===== config.mk =====
export PLATFORM = sky130hd
export DESIGN_NAME = twt_target
export DESIGN_NICKNAME = d
export VERILOG_FILES = /design/src/shared/twt_pkg.sv /design/src/shared/twt_cond_if.sv /design/src/hdl/twt_cond.sv /design/src/hdl/twt_target.sv
export SDC_FILE = /design/constraint.sdc
export NUM_CORES = 1
export LEC_CHECK = 0
export BUFFER_PORTS_ARGS = -buffer_cell sky130_fd_sc_hd__buf_2
export CAP_MARGIN = 5
export CORE_ASPECT_RATIO = 0.7
export CORE_UTILIZATION = 45
export CTS_BUF_LIST = sky130_fd_sc_hd__clkbuf_16
export DETAILED_ROUTE_END_ITERATION = 16
export PLACE_DENSITY_LB_ADDON = 0.08
export SETUP_SLACK_MARGIN = 0.05
export SLEW_MARGIN = 40
export SYNTH_ARGS = -nofsm -noshare
export SYNTH_HDL_FRONTEND = slang
export SYNTH_SLANG_ARGS = --single-unit

===== constraint.sdc =====
create_clock -name clock -period 3.9 [get_ports clock]
set_clock_uncertainty 0.05 [all_clocks]
set_input_delay 0.78 -clock clock [delete_from_list [all_inputs] [get_ports clock]]
set_output_delay 0.78 -clock clock [all_outputs]
set_load 0.005 [all_outputs]

===== src/shared/twt_pkg.sv =====
// Constants and types shared by the two-wire target front end.
package twt_pkg;

   // ---------------------------------------------------------------
   // Clock and timing
   // ---------------------------------------------------------------
   localparam int CLK_PERIOD_PS = 5000;
   localparam int HOLD_MIN_NS = 300;
   // Least time rounds up to whole cycles.
   localparam int HOLD_CYC = (HOLD_MIN_NS * 1000 + CLK_PERIOD_PS - 1) / CLK_PERIOD_PS;
   localparam int HOLD_W = 7;
   localparam int WRC_MAX_MS = 5;
   // Longest time rounds down to whole cycles.
   // Cycles per millisecond first, so the product stays inside a 32-bit int.
   localparam int WRC_CYC = WRC_MAX_MS * (1000000000 / CLK_PERIOD_PS);
   localparam int WRC_W = 20;

   // ---------------------------------------------------------------
   // Byte framing and reset values
   // ---------------------------------------------------------------
   localparam int BIT_W = 3;
   localparam logic [BIT_W-1:0] BIT_LAST = 3'h7;
   localparam logic [BIT_W-1:0] BIT_RST = 3'h0;
   localparam logic [7:0] BYTE_RST = 8'h00;
   localparam logic [HOLD_W-1:0] HOLD_RST = 7'h00;
   localparam logic [WRC_W-1:0] WRC_RST = 20'h00000;
   localparam logic LINE_RST = 1'b1;

   // ---------------------------------------------------------------
   // Target states
   // ---------------------------------------------------------------
   typedef enum logic [2:0] {
      TWT_IDLE = 3'b000,
      TWT_RECV = 3'b001,
      TWT_ACK_OUT = 3'b010,
      TWT_SEND = 3'b011,
      TWT_ACK_IN = 3'b100,
      TWT_WAIT = 3'b101
   } twt_state_t;

endpackage


===== src/shared/twt_cond_if.sv =====
// Interface carrying synchronised line levels and bus conditions.
`timescale 1ns/1ps
`default_nettype none
interface twt_cond_if;
   logic scl;
   logic sda;
   logic scl_rise;
   logic scl_fall;
   logic start;
   logic stop;
   logic idle;

   modport src (output scl, output sda, output scl_rise, output scl_fall,
                output start, output stop, output idle);
   modport snk (input scl, input sda, input scl_rise, input scl_fall,
                input start, input stop, input idle);
endinterface
`default_nettype wire


===== src/hdl/twt_cond.sv =====
// Line synchroniser and start, stop and idle condition detector.
`timescale 1ns/1ps
`default_nettype none
module twt_cond (
   // Clock and reset.
   input wire logic clock,
   input wire logic rst,
   // Bus pins.
   input wire logic scl_in,
   input wire logic sda_in,
   // Conditions to the target logic.
   twt_cond_if.src cond
);
   import twt_pkg::*;

   typedef struct packed {
      logic scl_s1;
      logic scl_s2;
      logic scl_s3;
      logic sda_s1;
      logic sda_s2;
      logic sda_s3;
   } twt_cond_st_t;

   twt_cond_st_t cur_ff;
   twt_cond_st_t nxt_cur;

   always_comb begin
      nxt_cur = cur_ff;
      nxt_cur.scl_s1 = scl_in;
      nxt_cur.scl_s2 = cur_ff.scl_s1;
      nxt_cur.scl_s3 = cur_ff.scl_s2;
      nxt_cur.sda_s1 = sda_in;
      nxt_cur.sda_s2 = cur_ff.sda_s1;
      nxt_cur.sda_s3 = cur_ff.sda_s2;
   end

   always_ff @(posedge clock or posedge rst) begin
      if (rst) begin
         cur_ff <= '{LINE_RST, LINE_RST, LINE_RST, LINE_RST, LINE_RST, LINE_RST};
      end else begin
         cur_ff <= nxt_cur;
      end
   end

   // ---------------------------------------------------------------
   // Conditions, judged only from the second and third stages.
   // ---------------------------------------------------------------
   assign cond.scl = cur_ff.scl_s2;
   assign cond.sda = cur_ff.sda_s2;
   assign cond.scl_rise = cur_ff.scl_s2 & ~cur_ff.scl_s3;
   assign cond.scl_fall = ~cur_ff.scl_s2 & cur_ff.scl_s3;
   // A data change while the clock stays high is a condition, never a bit. [RULE5]
   assign cond.start = cur_ff.scl_s2 & cur_ff.scl_s3 & cur_ff.sda_s3 & ~cur_ff.sda_s2; // [RULE7]
   assign cond.stop = cur_ff.scl_s2 & cur_ff.scl_s3 & ~cur_ff.sda_s3 & cur_ff.sda_s2; // [RULE9]
   assign cond.idle = cur_ff.scl_s2 & cur_ff.sda_s2; // [RULE6]

endmodule // twt_cond
`default_nettype wire


===== src/hdl/twt_target.sv =====
// Two-wire bus target front end: conditions, bit framing, acknowledge and write timer.
//
// Operation
// RULE1: The controller makes the clock, owns the bus, and makes starts and stops.
// RULE2: The controller picks transfer direction; the target follows the read/write bit.
// RULE3: The controller begins a transfer only while the bus is idle.
// RULE4: The driving party keeps the data line steady while the clock is high.
// RULE5: A data change with the clock high is a start or stop, never data.
// RULE6: The bus is idle while both data and clock lines are high.
// RULE7: Data falling while the clock is high is a start condition.
// RULE8: The controller issues a start before every command.
// RULE9: Data rising while the clock is high is a stop condition.
// RULE10: The controller ends every operation with a stop condition.
// RULE11: Driven data changes only after a hold delay of 300 ns past clock fall.
// RULE12: The self-timed write cycle finishes within 5 ms.
// RULE13: Data changes only while the clock is low; one clock pulse per bit.
// RULE14: The receiver acknowledges every byte in an extra controller clock pulse. The target acknowledges a received byte only while ack_en is high.
// RULE15: No acknowledge is given while the write cycle runs.
// RULE16: Start abandons the transfer; stop releases the data line and returns idle.
`timescale 1ns/1ps
`default_nettype none
module twt_target #(
   parameter int unsigned WRC_CYCLES = twt_pkg::WRC_CYC
) (
   // Clock and reset.
   input wire logic clock,
   input wire logic rst,
   // Bus pins.
   input wire logic scl_in,
   input wire logic sda_in,
   output logic sda_out,
   output logic sda_oe_n,
   // Receive side.
   input wire logic ack_en,
   output logic [7:0] rx_data,
   output logic rx_valid,
   // Transmit side.
   input wire logic [7:0] tx_data,
   output logic tx_req,
   output logic host_nack,
   // Bus status.
   output logic start_seen,
   output logic stop_seen,
   output logic bus_idle,
   output logic dir_read,
   // Internal write cycle.
   input wire logic wr_req,
   output logic wr_busy
);
   import twt_pkg::*;

   typedef struct packed {
      twt_state_t state;
      logic [BIT_W-1:0] bit_cnt;
      logic [7:0] shift;
      logic first;
      logic full;
      logic rd;
      logic [HOLD_W-1:0] hold;
      logic oe_n;
      logic [WRC_W-1:0] wrc;
      logic [7:0] rx_byte;
      logic rx_pulse;
      logic tx_pulse;
      logic nack_pulse;
      logic start_pulse;
      logic stop_pulse;
   } twt_st_t;

   localparam twt_st_t ST_RST = '{TWT_IDLE, BIT_RST, BYTE_RST, 1'b0, 1'b0, 1'b0, HOLD_RST,
                                  LINE_RST, WRC_RST, BYTE_RST, 1'b0, 1'b0, 1'b0, 1'b0, 1'b0};
   localparam logic [HOLD_W-1:0] HOLD_LOAD = HOLD_W'(HOLD_CYC);
   localparam logic [WRC_W-1:0] WRC_LOAD = WRC_W'(WRC_CYCLES);

   twt_cond_if cond ();

   twt_cond u_cond (
      .clock(clock),
      .rst(rst),
      .scl_in(scl_in),
      .sda_in(sda_in),
      .cond(cond)
   );

   twt_st_t cur_ff;
   twt_st_t nxt_cur;
   logic want_oe_n;
   logic busy;

   assign busy = (cur_ff.wrc != WRC_RST);

   // ---------------------------------------------------------------
   // Level the target wants on the data line in its present state.
   // ---------------------------------------------------------------
   always_comb begin
      unique case (cur_ff.state)
         TWT_ACK_OUT: want_oe_n = 1'b0;
         TWT_SEND: want_oe_n = cur_ff.shift[7];
         default: want_oe_n = 1'b1;
      endcase
   end

   // ---------------------------------------------------------------
   // Next state.
   // ---------------------------------------------------------------
   always_comb begin
      nxt_cur = cur_ff;
      nxt_cur.rx_pulse = 1'b0;
      nxt_cur.tx_pulse = 1'b0;
      nxt_cur.nack_pulse = 1'b0;
      nxt_cur.start_pulse = 1'b0;
      nxt_cur.stop_pulse = 1'b0;

      // Self-timed write cycle, a counted fixed length equal to the limit by default.
      if (busy) begin
         nxt_cur.wrc = cur_ff.wrc - 1'b1; // [RULE12]
      end else if (wr_req) begin
         nxt_cur.wrc = WRC_LOAD; // [RULE12]
      end

      // The pin follows the wanted level only once the hold time has run out.
      if (cur_ff.hold != HOLD_RST) begin
         nxt_cur.hold = cur_ff.hold - 1'b1;
      end else begin
         nxt_cur.oe_n = want_oe_n; // [RULE11] [RULE13] [RULE4]
      end

      if (cond.start) begin
         // A start, even a repeated one, drops whatever was in flight. [RULE16]
         nxt_cur.state = TWT_RECV;
         nxt_cur.bit_cnt = BIT_RST;
         nxt_cur.full = 1'b0;
         nxt_cur.first = 1'b1;
         nxt_cur.rd = 1'b0;
         nxt_cur.oe_n = 1'b1;
         nxt_cur.hold = HOLD_RST;
         nxt_cur.start_pulse = 1'b1; // [RULE7]
      end else if (cond.stop) begin
         nxt_cur.state = TWT_IDLE; // [RULE16]
         nxt_cur.oe_n = 1'b1; // [RULE16]
         nxt_cur.hold = HOLD_RST;
         nxt_cur.rd = 1'b0;
         nxt_cur.stop_pulse = 1'b1; // [RULE9]
      end else begin
         if (cond.scl_fall) begin
            nxt_cur.hold = HOLD_LOAD; // [RULE11]
         end
         unique case (cur_ff.state)
            TWT_IDLE, TWT_WAIT: begin
            end
            TWT_RECV: begin
               // Bits are taken at the clock rise, one per pulse. [RULE13]
               if (cond.scl_rise && !cur_ff.full) begin
                  nxt_cur.shift = {cur_ff.shift[6:0], cond.sda};
                  nxt_cur.bit_cnt = cur_ff.bit_cnt + 1'b1;
                  nxt_cur.full = (cur_ff.bit_cnt == BIT_LAST);
               end else if (cond.scl_fall && cur_ff.full) begin
                  nxt_cur.full = 1'b0;
                  nxt_cur.bit_cnt = BIT_RST;
                  nxt_cur.rx_byte = cur_ff.shift;
                  nxt_cur.rx_pulse = 1'b1;
                  if (ack_en && !busy) begin
                     nxt_cur.state = TWT_ACK_OUT; // [RULE14]
                     if (cur_ff.first) begin
                        nxt_cur.rd = cur_ff.shift[0]; // [RULE2]
                     end
                  end else begin
                     nxt_cur.state = TWT_WAIT; // [RULE15]
                  end
                  nxt_cur.first = 1'b0;
               end
            end
            TWT_ACK_OUT: begin
               if (cond.scl_fall) begin
                  if (cur_ff.rd) begin
                     nxt_cur.state = TWT_SEND; // [RULE2]
                     nxt_cur.shift = tx_data;
                     nxt_cur.bit_cnt = BIT_RST;
                     nxt_cur.tx_pulse = 1'b1;
                  end else begin
                     nxt_cur.state = TWT_RECV;
                  end
               end
            end
            TWT_SEND: begin
               if (cond.scl_fall) begin
                  nxt_cur.shift = {cur_ff.shift[6:0], 1'b1};
                  nxt_cur.bit_cnt = cur_ff.bit_cnt + 1'b1;
                  if (cur_ff.bit_cnt == BIT_LAST) begin
                     nxt_cur.state = TWT_ACK_IN;
                     nxt_cur.full = 1'b0;
                  end
               end
            end
            TWT_ACK_IN: begin
               if (cond.scl_rise) begin
                  nxt_cur.full = ~cond.sda; // [RULE14]
               end else if (cond.scl_fall) begin
                  if (cur_ff.full) begin
                     nxt_cur.state = TWT_SEND;
                     nxt_cur.shift = tx_data;
                     nxt_cur.bit_cnt = BIT_RST;
                     nxt_cur.tx_pulse = 1'b1;
                  end else begin
                     // The controller ends a read by leaving the ack high.
                     nxt_cur.state = TWT_WAIT;
                     nxt_cur.nack_pulse = 1'b1;
                  end
                  nxt_cur.full = 1'b0;
               end
            end
            default: nxt_cur.state = TWT_IDLE;
         endcase
      end
   end

   always_ff @(posedge clock or posedge rst) begin
      if (rst) begin
         cur_ff <= ST_RST;
      end else begin
         cur_ff <= nxt_cur;
      end
   end

   // ---------------------------------------------------------------
   // Outputs.
   // ---------------------------------------------------------------
   // The line is open drain: only ever pulled low, released otherwise.
   assign sda_out = 1'b0;
   assign sda_oe_n = cur_ff.oe_n;
   assign rx_data = cur_ff.rx_byte;
   assign rx_valid = cur_ff.rx_pulse;
   assign tx_req = cur_ff.tx_pulse;
   assign host_nack = cur_ff.nack_pulse;
   assign start_seen = cur_ff.start_pulse;
   assign stop_seen = cur_ff.stop_pulse;
   assign bus_idle = cond.idle; // [RULE6]
   assign dir_read = cur_ff.rd;
   assign wr_busy = busy;

endmodule // twt_target
`default_nettype wire


==> results.json, run 1 <==
{
  "status": "completed",
  "cts_tree": "done",
  "ir_drop_mv": 0.263,
  "dr.first_iter.drc_count": 275,
  "clk_latency_ns": 0.32,
  "syn_area_sq_um": 3300,
  "p_switching_mw": 0.500,
  "post_cts_buffers": 0,
  "wl_met2_microns": 2770,
  "wl_per_cell_microns": 15.3,
  "drive_gt1_share_pct": 21.2,
  "fin_crit_sh_pct": 87.4,
  "place.gp.congestion": 0.860,
  "hold_viol": 0,
  "drc": 0,
  "top_level_ports": 32,
  "seqPwrFrac_pct": 45.2,
  "antenna_found_initial": 0,
  "max-slew-margin-rel_pct": 52.9,
  "dp_hpwl_microns": 4920,
  "grt_max_degree": 41,
  "dieWidth_microns": 104,
  "dieArea_sq_um": 7680,
  "power_frac_comb_pct": 12.6,
  "rsz0062_at_grt": "no",
  "start_util_pct": 47.7,
  "sw_frac_of_total_pct": 26.8,
  "crit_required_ns": 3.07,
  "area_growth_pct": 14.5,
  "arrival_ns": 2.58,
  "top_layer_used": "met4",
  "yosysSeqAreaShare_pct": 48.8,
  "maxCapViolations": 0,
  "criticalPathCategory": "flop to output pin",
  "hp-class": "flop to flop",
  "power-per-cell-area_nw_per_um2": 494,
  "syn_avg_cell_area_sq_um": 9.93,
  "cts_sinks": 64,
  "p_leak_nw": 1.70,
  "internal_power_mw": 1.36,
  "drv_slew": 0,
  "grt_pass1_wl_microns": 11900,
  "ctsRootBufferMaster": "clkbuf_16",
  "synth-edff-count": 0,
  "clockBufferDepth": 2,
  "grtUsageTotal_pct": 20.1,
  "diodes": 0,
  "grt_pass1_vias": 2309,
  "cts_hold_buf": 0,
  "wl_microns": 6940,
  "max_freq_ghz": 0.293,
  "syn_inst": 332,
  "routed_via_density": 5.49,
  "drtAntennaViolNets": 0,
  "path_max_fanout": 5,
  "vias": 2487,
  "num_rows": 25,
  "setup_viol": 0,
  "yosysWarnings": 0,
  "fin_tns_setup_ns": 0,
  "nFillCells": 631,
  "synth_flop_cell": "dfrtp_1",
  "fin_crit_ns": 3.41,
  "tightestPinTransition_ns": 0.706,
  "dieHeight_microns": 73.6,
  "wl_met3_microns": 338,
  "syn-num-nets": 355,
  "cts_max_level": 3,
  "cp-end-kind": "output pin",
  "synth_cell_types": 52,
  "numCtsBuffers": 9,
  "ys_ff_latch": 64,
  "portBuffers": 30,
  "async_reset_ff_share_pct": 100,
  "power_frac_clock_pct": 42.2,
  "dr.pass1.iters": 4,
  "nNetsFinal": 377,
  "hold-worst-slack_ns": 0.307,
  "clk_pin_slew_ns": 0.05,
  "critPathLaunchType": "flop",
  "grt-ovfl-total": 0,
  "cts_resized": 0,
  "core_area_sq_um": 6910,
  "met1Wirelength_microns": 3750
}
## flip-flops by register name, summed over array words and instances, names as in the netlist
signal and flops:
dir_read 1, u_cond.cond.sda 1, u_cond.cond.scl 1, tx_req 1
rx_data 8, u_cond.cur_ff 4, cur_ff 43, rx_valid 1
start_seen 1, stop_seen 1, sda_oe_n 1, host_nack 1
## cell type report
cell class / instances / area (sq um) / share of cell area, %
Tap cell: 94 / 118 / 3.12
Clock buffer: 9 / 225 / 5.97
Sequential cell: 64 / 1610 / 42.7
Timing Repair Buffer: 32 / 165 / 4.38
Multi-Input combinational cell: 231 / 1520 / 40.3
Clock inverter: 7 / 72.6 / 1.92
Inverter: 16 / 62.6 / 1.66
## layout by cell type (no fill, tap or decap), types with 7 or more instances in the layout
master,n
a21oi_1,26
buf_2,30
clkbuf_16,9
dfrtp_1,57
dfstp_2,7
ha_1,9
inv_1,15
mux2_2,10
mux2i_1,8
nand2_1,24
nor2_1,25
nor3_1,15
nor4_1,8
o21ai_0,16
or3_1,8
xnor2_1,7
## final timing paths
path	from	end	slack [ns]	cells after the start
hold / removal	u_cond.cur_ff[5]$_DFF_PP1_	u_cond.cond.scl$_DFF_PP1_	0.31	0
setup / recovery	cur_ff[13]$_DFFE_PP0P_	wr_busy	0.49	7
setup reg to reg	cur_ff[13]$_DFFE_PP0P_	dir_read$_DFFE_PP0P_	1.05	7
min in group asynchronous	rst	rx_valid$_DFF_PP0_	0.44	2
hold reg to reg	u_cond.cur_ff[5]$_DFF_PP1_	u_cond.cond.scl$_DFF_PP1_	0.31	0
max in group asynchronous	rst	sda_oe_n$_DFFE_PP1P_	2.60	3
## per-layer routing
layer	GRT usage [%]	vias to the layer above
met5	0	-
met4	6.67	0
met3	4.88	9
met2	26.9	66
met1	31.2	1182
li1	-	1230
## through the flow
stage	area [sq um]	total power [mW]	utilization, %	std cells	setup slack, ns
floorplan	3300	1.01	-	332	1.16
global placement	3470	1.08	50.2	437	0.927
detailed placement	3470	1.09	50.2	437	0.847
CTS	3770	1.88	54.5	453	0.492
global route	3770	1.97	54.6	453	0.353
finish	3770	1.86	54.6	453	0.491
## Yosys cell counts, types with 2 or more instances
master     n  area share (%)
nor3_1    16             2.4
and3b_1    2            0.53
nor2_1    26             3.0
mux2_2    10             3.4
o21a_1     2            0.46
and4_1     2            0.53
ha_1       9             3.4
a21oi_1   26             3.9
o21bai_1   2            0.46
nor2b_1    4            0.76
nand3_1    6            0.91
o41ai_1    2            0.53
or3_1      8             1.5
or4_4      2            0.68
dfstp_2    7             5.6
a31oi_1    4            0.76
nand2b_1   3            0.57
o21ai_0   16             2.4
a211oi_1   4            0.91
o32ai_1    2            0.53
buf_4      9             2.0
nand3b_1   4            0.91
nor3b_1    2            0.46
dfrtp_1   57              43
a22o_1     2            0.53
or3b_2     3            0.80
buf_1      2            0.23
nand2_1   24             2.7
clkbuf_1  10             1.1
mux2i_1    8             2.4
or4_1      3            0.68
inv_1     16             1.8
xor2_1     6             1.6
xnor2_1    7             1.9
nor4_1     8             1.5
a221oi_1   2            0.53
## cells by family after synthesis
logic type | share of synthesized area, %
AOI/OAI and AO/OA | 13.7
xor gates and xnor gates | 3.45
adders and majority gates | 3.42
buffers and inverters | 5.24
DFF | 48.8
muxes | 5.84
other | 0.114
and+or+nand+nor | 19.4
## worst max-delay path, stage by stage (launching register included)
cell     delay (ns)
dfrtp_1        0.41
inv_1          0.09
ha_1           0.16
or3b_2         0.48
or4_4          0.57
nor2_1         0.28
inv_1          0.13
buf_2          0.15
## power groups by stage
stage / clock network (mW) / registers (mW) / logic (mW)
final: 0.787 / 0.843 / 0.235
after floorplan: 0 / 0.828 / 0.186
after CTS: 0.799 / 0.843 / 0.238
after detailed placement: 0 / 0.854 / 0.237
after global placement: 0 / 0.850 / 0.232
after global routing: 0.841 / 0.859 / 0.274
Power figures use the tool's default switching activity.
==> run 2, diff against run 1 <==
Settings changed: REMOVE_ABC_BUFFERS from default to 1.
==> results.json, run 2 (synthesized netlist as in run 1, its figures left out) <==
{
  "status": "completed",
  "path_cells": "inv_1, ha_1, or3b_2, or4_4, nor2_1, inv_1, buf_2",
  "vias": 2462,
  "cp_common_cell": "inv_1",
  "r2r_slack_ns": 1.03,
  "arrival_ns": 2.60,
  "dr.pass1.iters": 4,
  "drtAntennaViolNets": 0,
  "fin_crit_ns": 3.43,
  "top_level_ports": 32,
  "max-slew-margin-rel_pct": 53.4,
  "wl_per_cell_microns": 15.2,
  "largest_reg_flops": 43,
  "hp-start": "u_cond.cur_ff[5]$_DFF_PP1_",
  "hp-class": "flop to flop",
  "cpPeakStageDelay_ns": 0.56,
  "cts_hold_buf": 0,
  "cp-end-kind": "output pin",
  "largest_register": "cur_ff",
  "diodes": 0,
  "fin_crit_sh_pct": 87.9,
  "place.gp.congestion": 0.815,
  "place_ws_ns": 0.884,
  "setup_viol": 0,
  "cts_sinks": 64,
  "drive_gt1_share_pct": 21.2,
  "wl_microns": 6870,
  "nFillCells": 637,
  "grt_pass1_vias": 2336,
  "p_leak_nw": 1.70,
  "final_cell_mix": "57 x dfrtp_1, 30 x buf_2, 26 x a21oi_1",
  "drv_slew": 0,
  "clockBufferDepth": 2,
  "ctsRootBufferMaster": "clkbuf_16",
  "post_cts_buffers": 0,
  "area_growth_pct": 14.3,
  "hold_viol": 0,
  "path_max_fanout": 5,
  "grt-ovfl-total": 0,
  "grt_pass1_wl_microns": 11800,
  "clk_pin_slew_ns": 0.05,
  "dieWidth_microns": 104,
  "placed_area_sq_um": 3470,
  "criticalPathCategory": "flop to output pin",
  "fin_ws_ns": 0.473,
  "r2r_cells": 7,
  "dieHeight_microns": 73.6,
  "layout_commonest_cell": "dfrtp_1",
  "max_freq_ghz": 0.292,
  "maxCapViolations": 0,
  "antenna_found_initial": 0,
  "start_util_pct": 47.7,
  "stdcell_area_sq_um": 3770,
  "dr.first_iter.drc_count": 149,
  "grtUsageTotal_pct": 20.1,
  "r2r_start": "cur_ff[13]$_DFFE_PP0P_",
  "portBuffers": 30,
  "drc": 0,
  "slowest_stage": "or4_4",
  "multi_input_area_sq_um": 1520,
  "crit_required_ns": 3.07,
  "nNetsFinal": 378,
  "power-per-cell-area_nw_per_um2": 491,
  "dieArea_sq_um": 7680,
  "critPathLaunchType": "flop",
  "reg2reg_to": "dir_read$_DFFE_PP0P_",
  "ir_drop_mv": 0.255,
  "num_rows": 25,
  "holdPathEnd": "u_cond.cond.scl$_DFF_PP1_",
  "cts_resized": 0,
  "dp_hpwl_microns": 4950,
  "tightestPinTransition_ns": 0.698,
  "min_path_cells": 0,
  "cts_max_level": 3,
  "routed_via_density": 5.43,
  "register_area_sq_um": 1610,
  "grt_max_degree": 34,
  "fin_tns_setup_ns": 0,
  "numCtsBuffers": 9,
  "clk_latency_ns": 0.33,
  "rsz0062_at_grt": "no",
  "cts_tree": "done",
  "core_area_sq_um": 6910
}
run 2: area by class of cell:
type	instances	area share [%]
timing repair buffer	33	4.58
sequential	64	42.7
inverter	16	1.59
tap	94	3.12
clock buffer	9	5.98
clock inverter	6	1.63
multi-input combinational	231	40.4
run 2: metal layers:
layer / share of wire (%) / vias up / GRT usage [%]
met1: 55 / 1151 / 30.3
met5: 0 / - / 0
met2: 39 / 68 / 27.3
met3: 4.7 / 8 / 5.77
met4: 0.98 / 0 / 6.19
li1: - / 1235 / -
run 2: worst max-delay path: cells and delay by family (launching register included):
kind | cells | cell delay [ns]
buffers and inverters | 3 | 0.37
and+or+nand+nor | 3 | 1.33
DFF | 1 | 0.41
adders and majority gates | 1 | 0.16
run 2: how the worst max path moves through the flow:
stage | end | slack, ns | cells after the start | from
after detailed placement | wr_busy | 0.88 | 7 | cur_ff[13]$_DFFE_PP0P_
after floorplan | wr_busy | 1.16 | 6 | cur_ff[13]$_DFFE_PP0P_
after CTS | wr_busy | 0.52 | 7 | cur_ff[13]$_DFFE_PP0P_
final | wr_busy | 0.47 | 7 | cur_ff[13]$_DFFE_PP0P_
after global placement | wr_busy | 0.91 | 7 | cur_ff[13]$_DFFE_PP0P_
after global routing | wr_busy | 0.37 | 7 | cur_ff[13]$_DFFE_PP0P_
run 2: through the flow:
step / instances / utilization (%) / power (mW) / hold WS, ns
after global placement: 438 / 50.3 / 1.08 / 0.296
after detailed placement: 438 / 50.3 / 1.09 / 0.299
after CTS: 453 / 54.4 / 1.86 / 0.307
final: 453 / 54.5 / 1.85 / 0.305
after global routing: 453 / 54.5 / 1.95 / 0.307
after floorplan: 311 / - / 1.01 / 0.295
run 2: where the power goes:
| part | switching, mW | internal (mW) | total (mW) |
|---|---|---|---|
| logic | 0.123 | 0.108 | 0.231 |
| clock network | 0.287 | 0.489 | 0.776 |
| registers | 0.0790 | 0.762 | 0.841 |
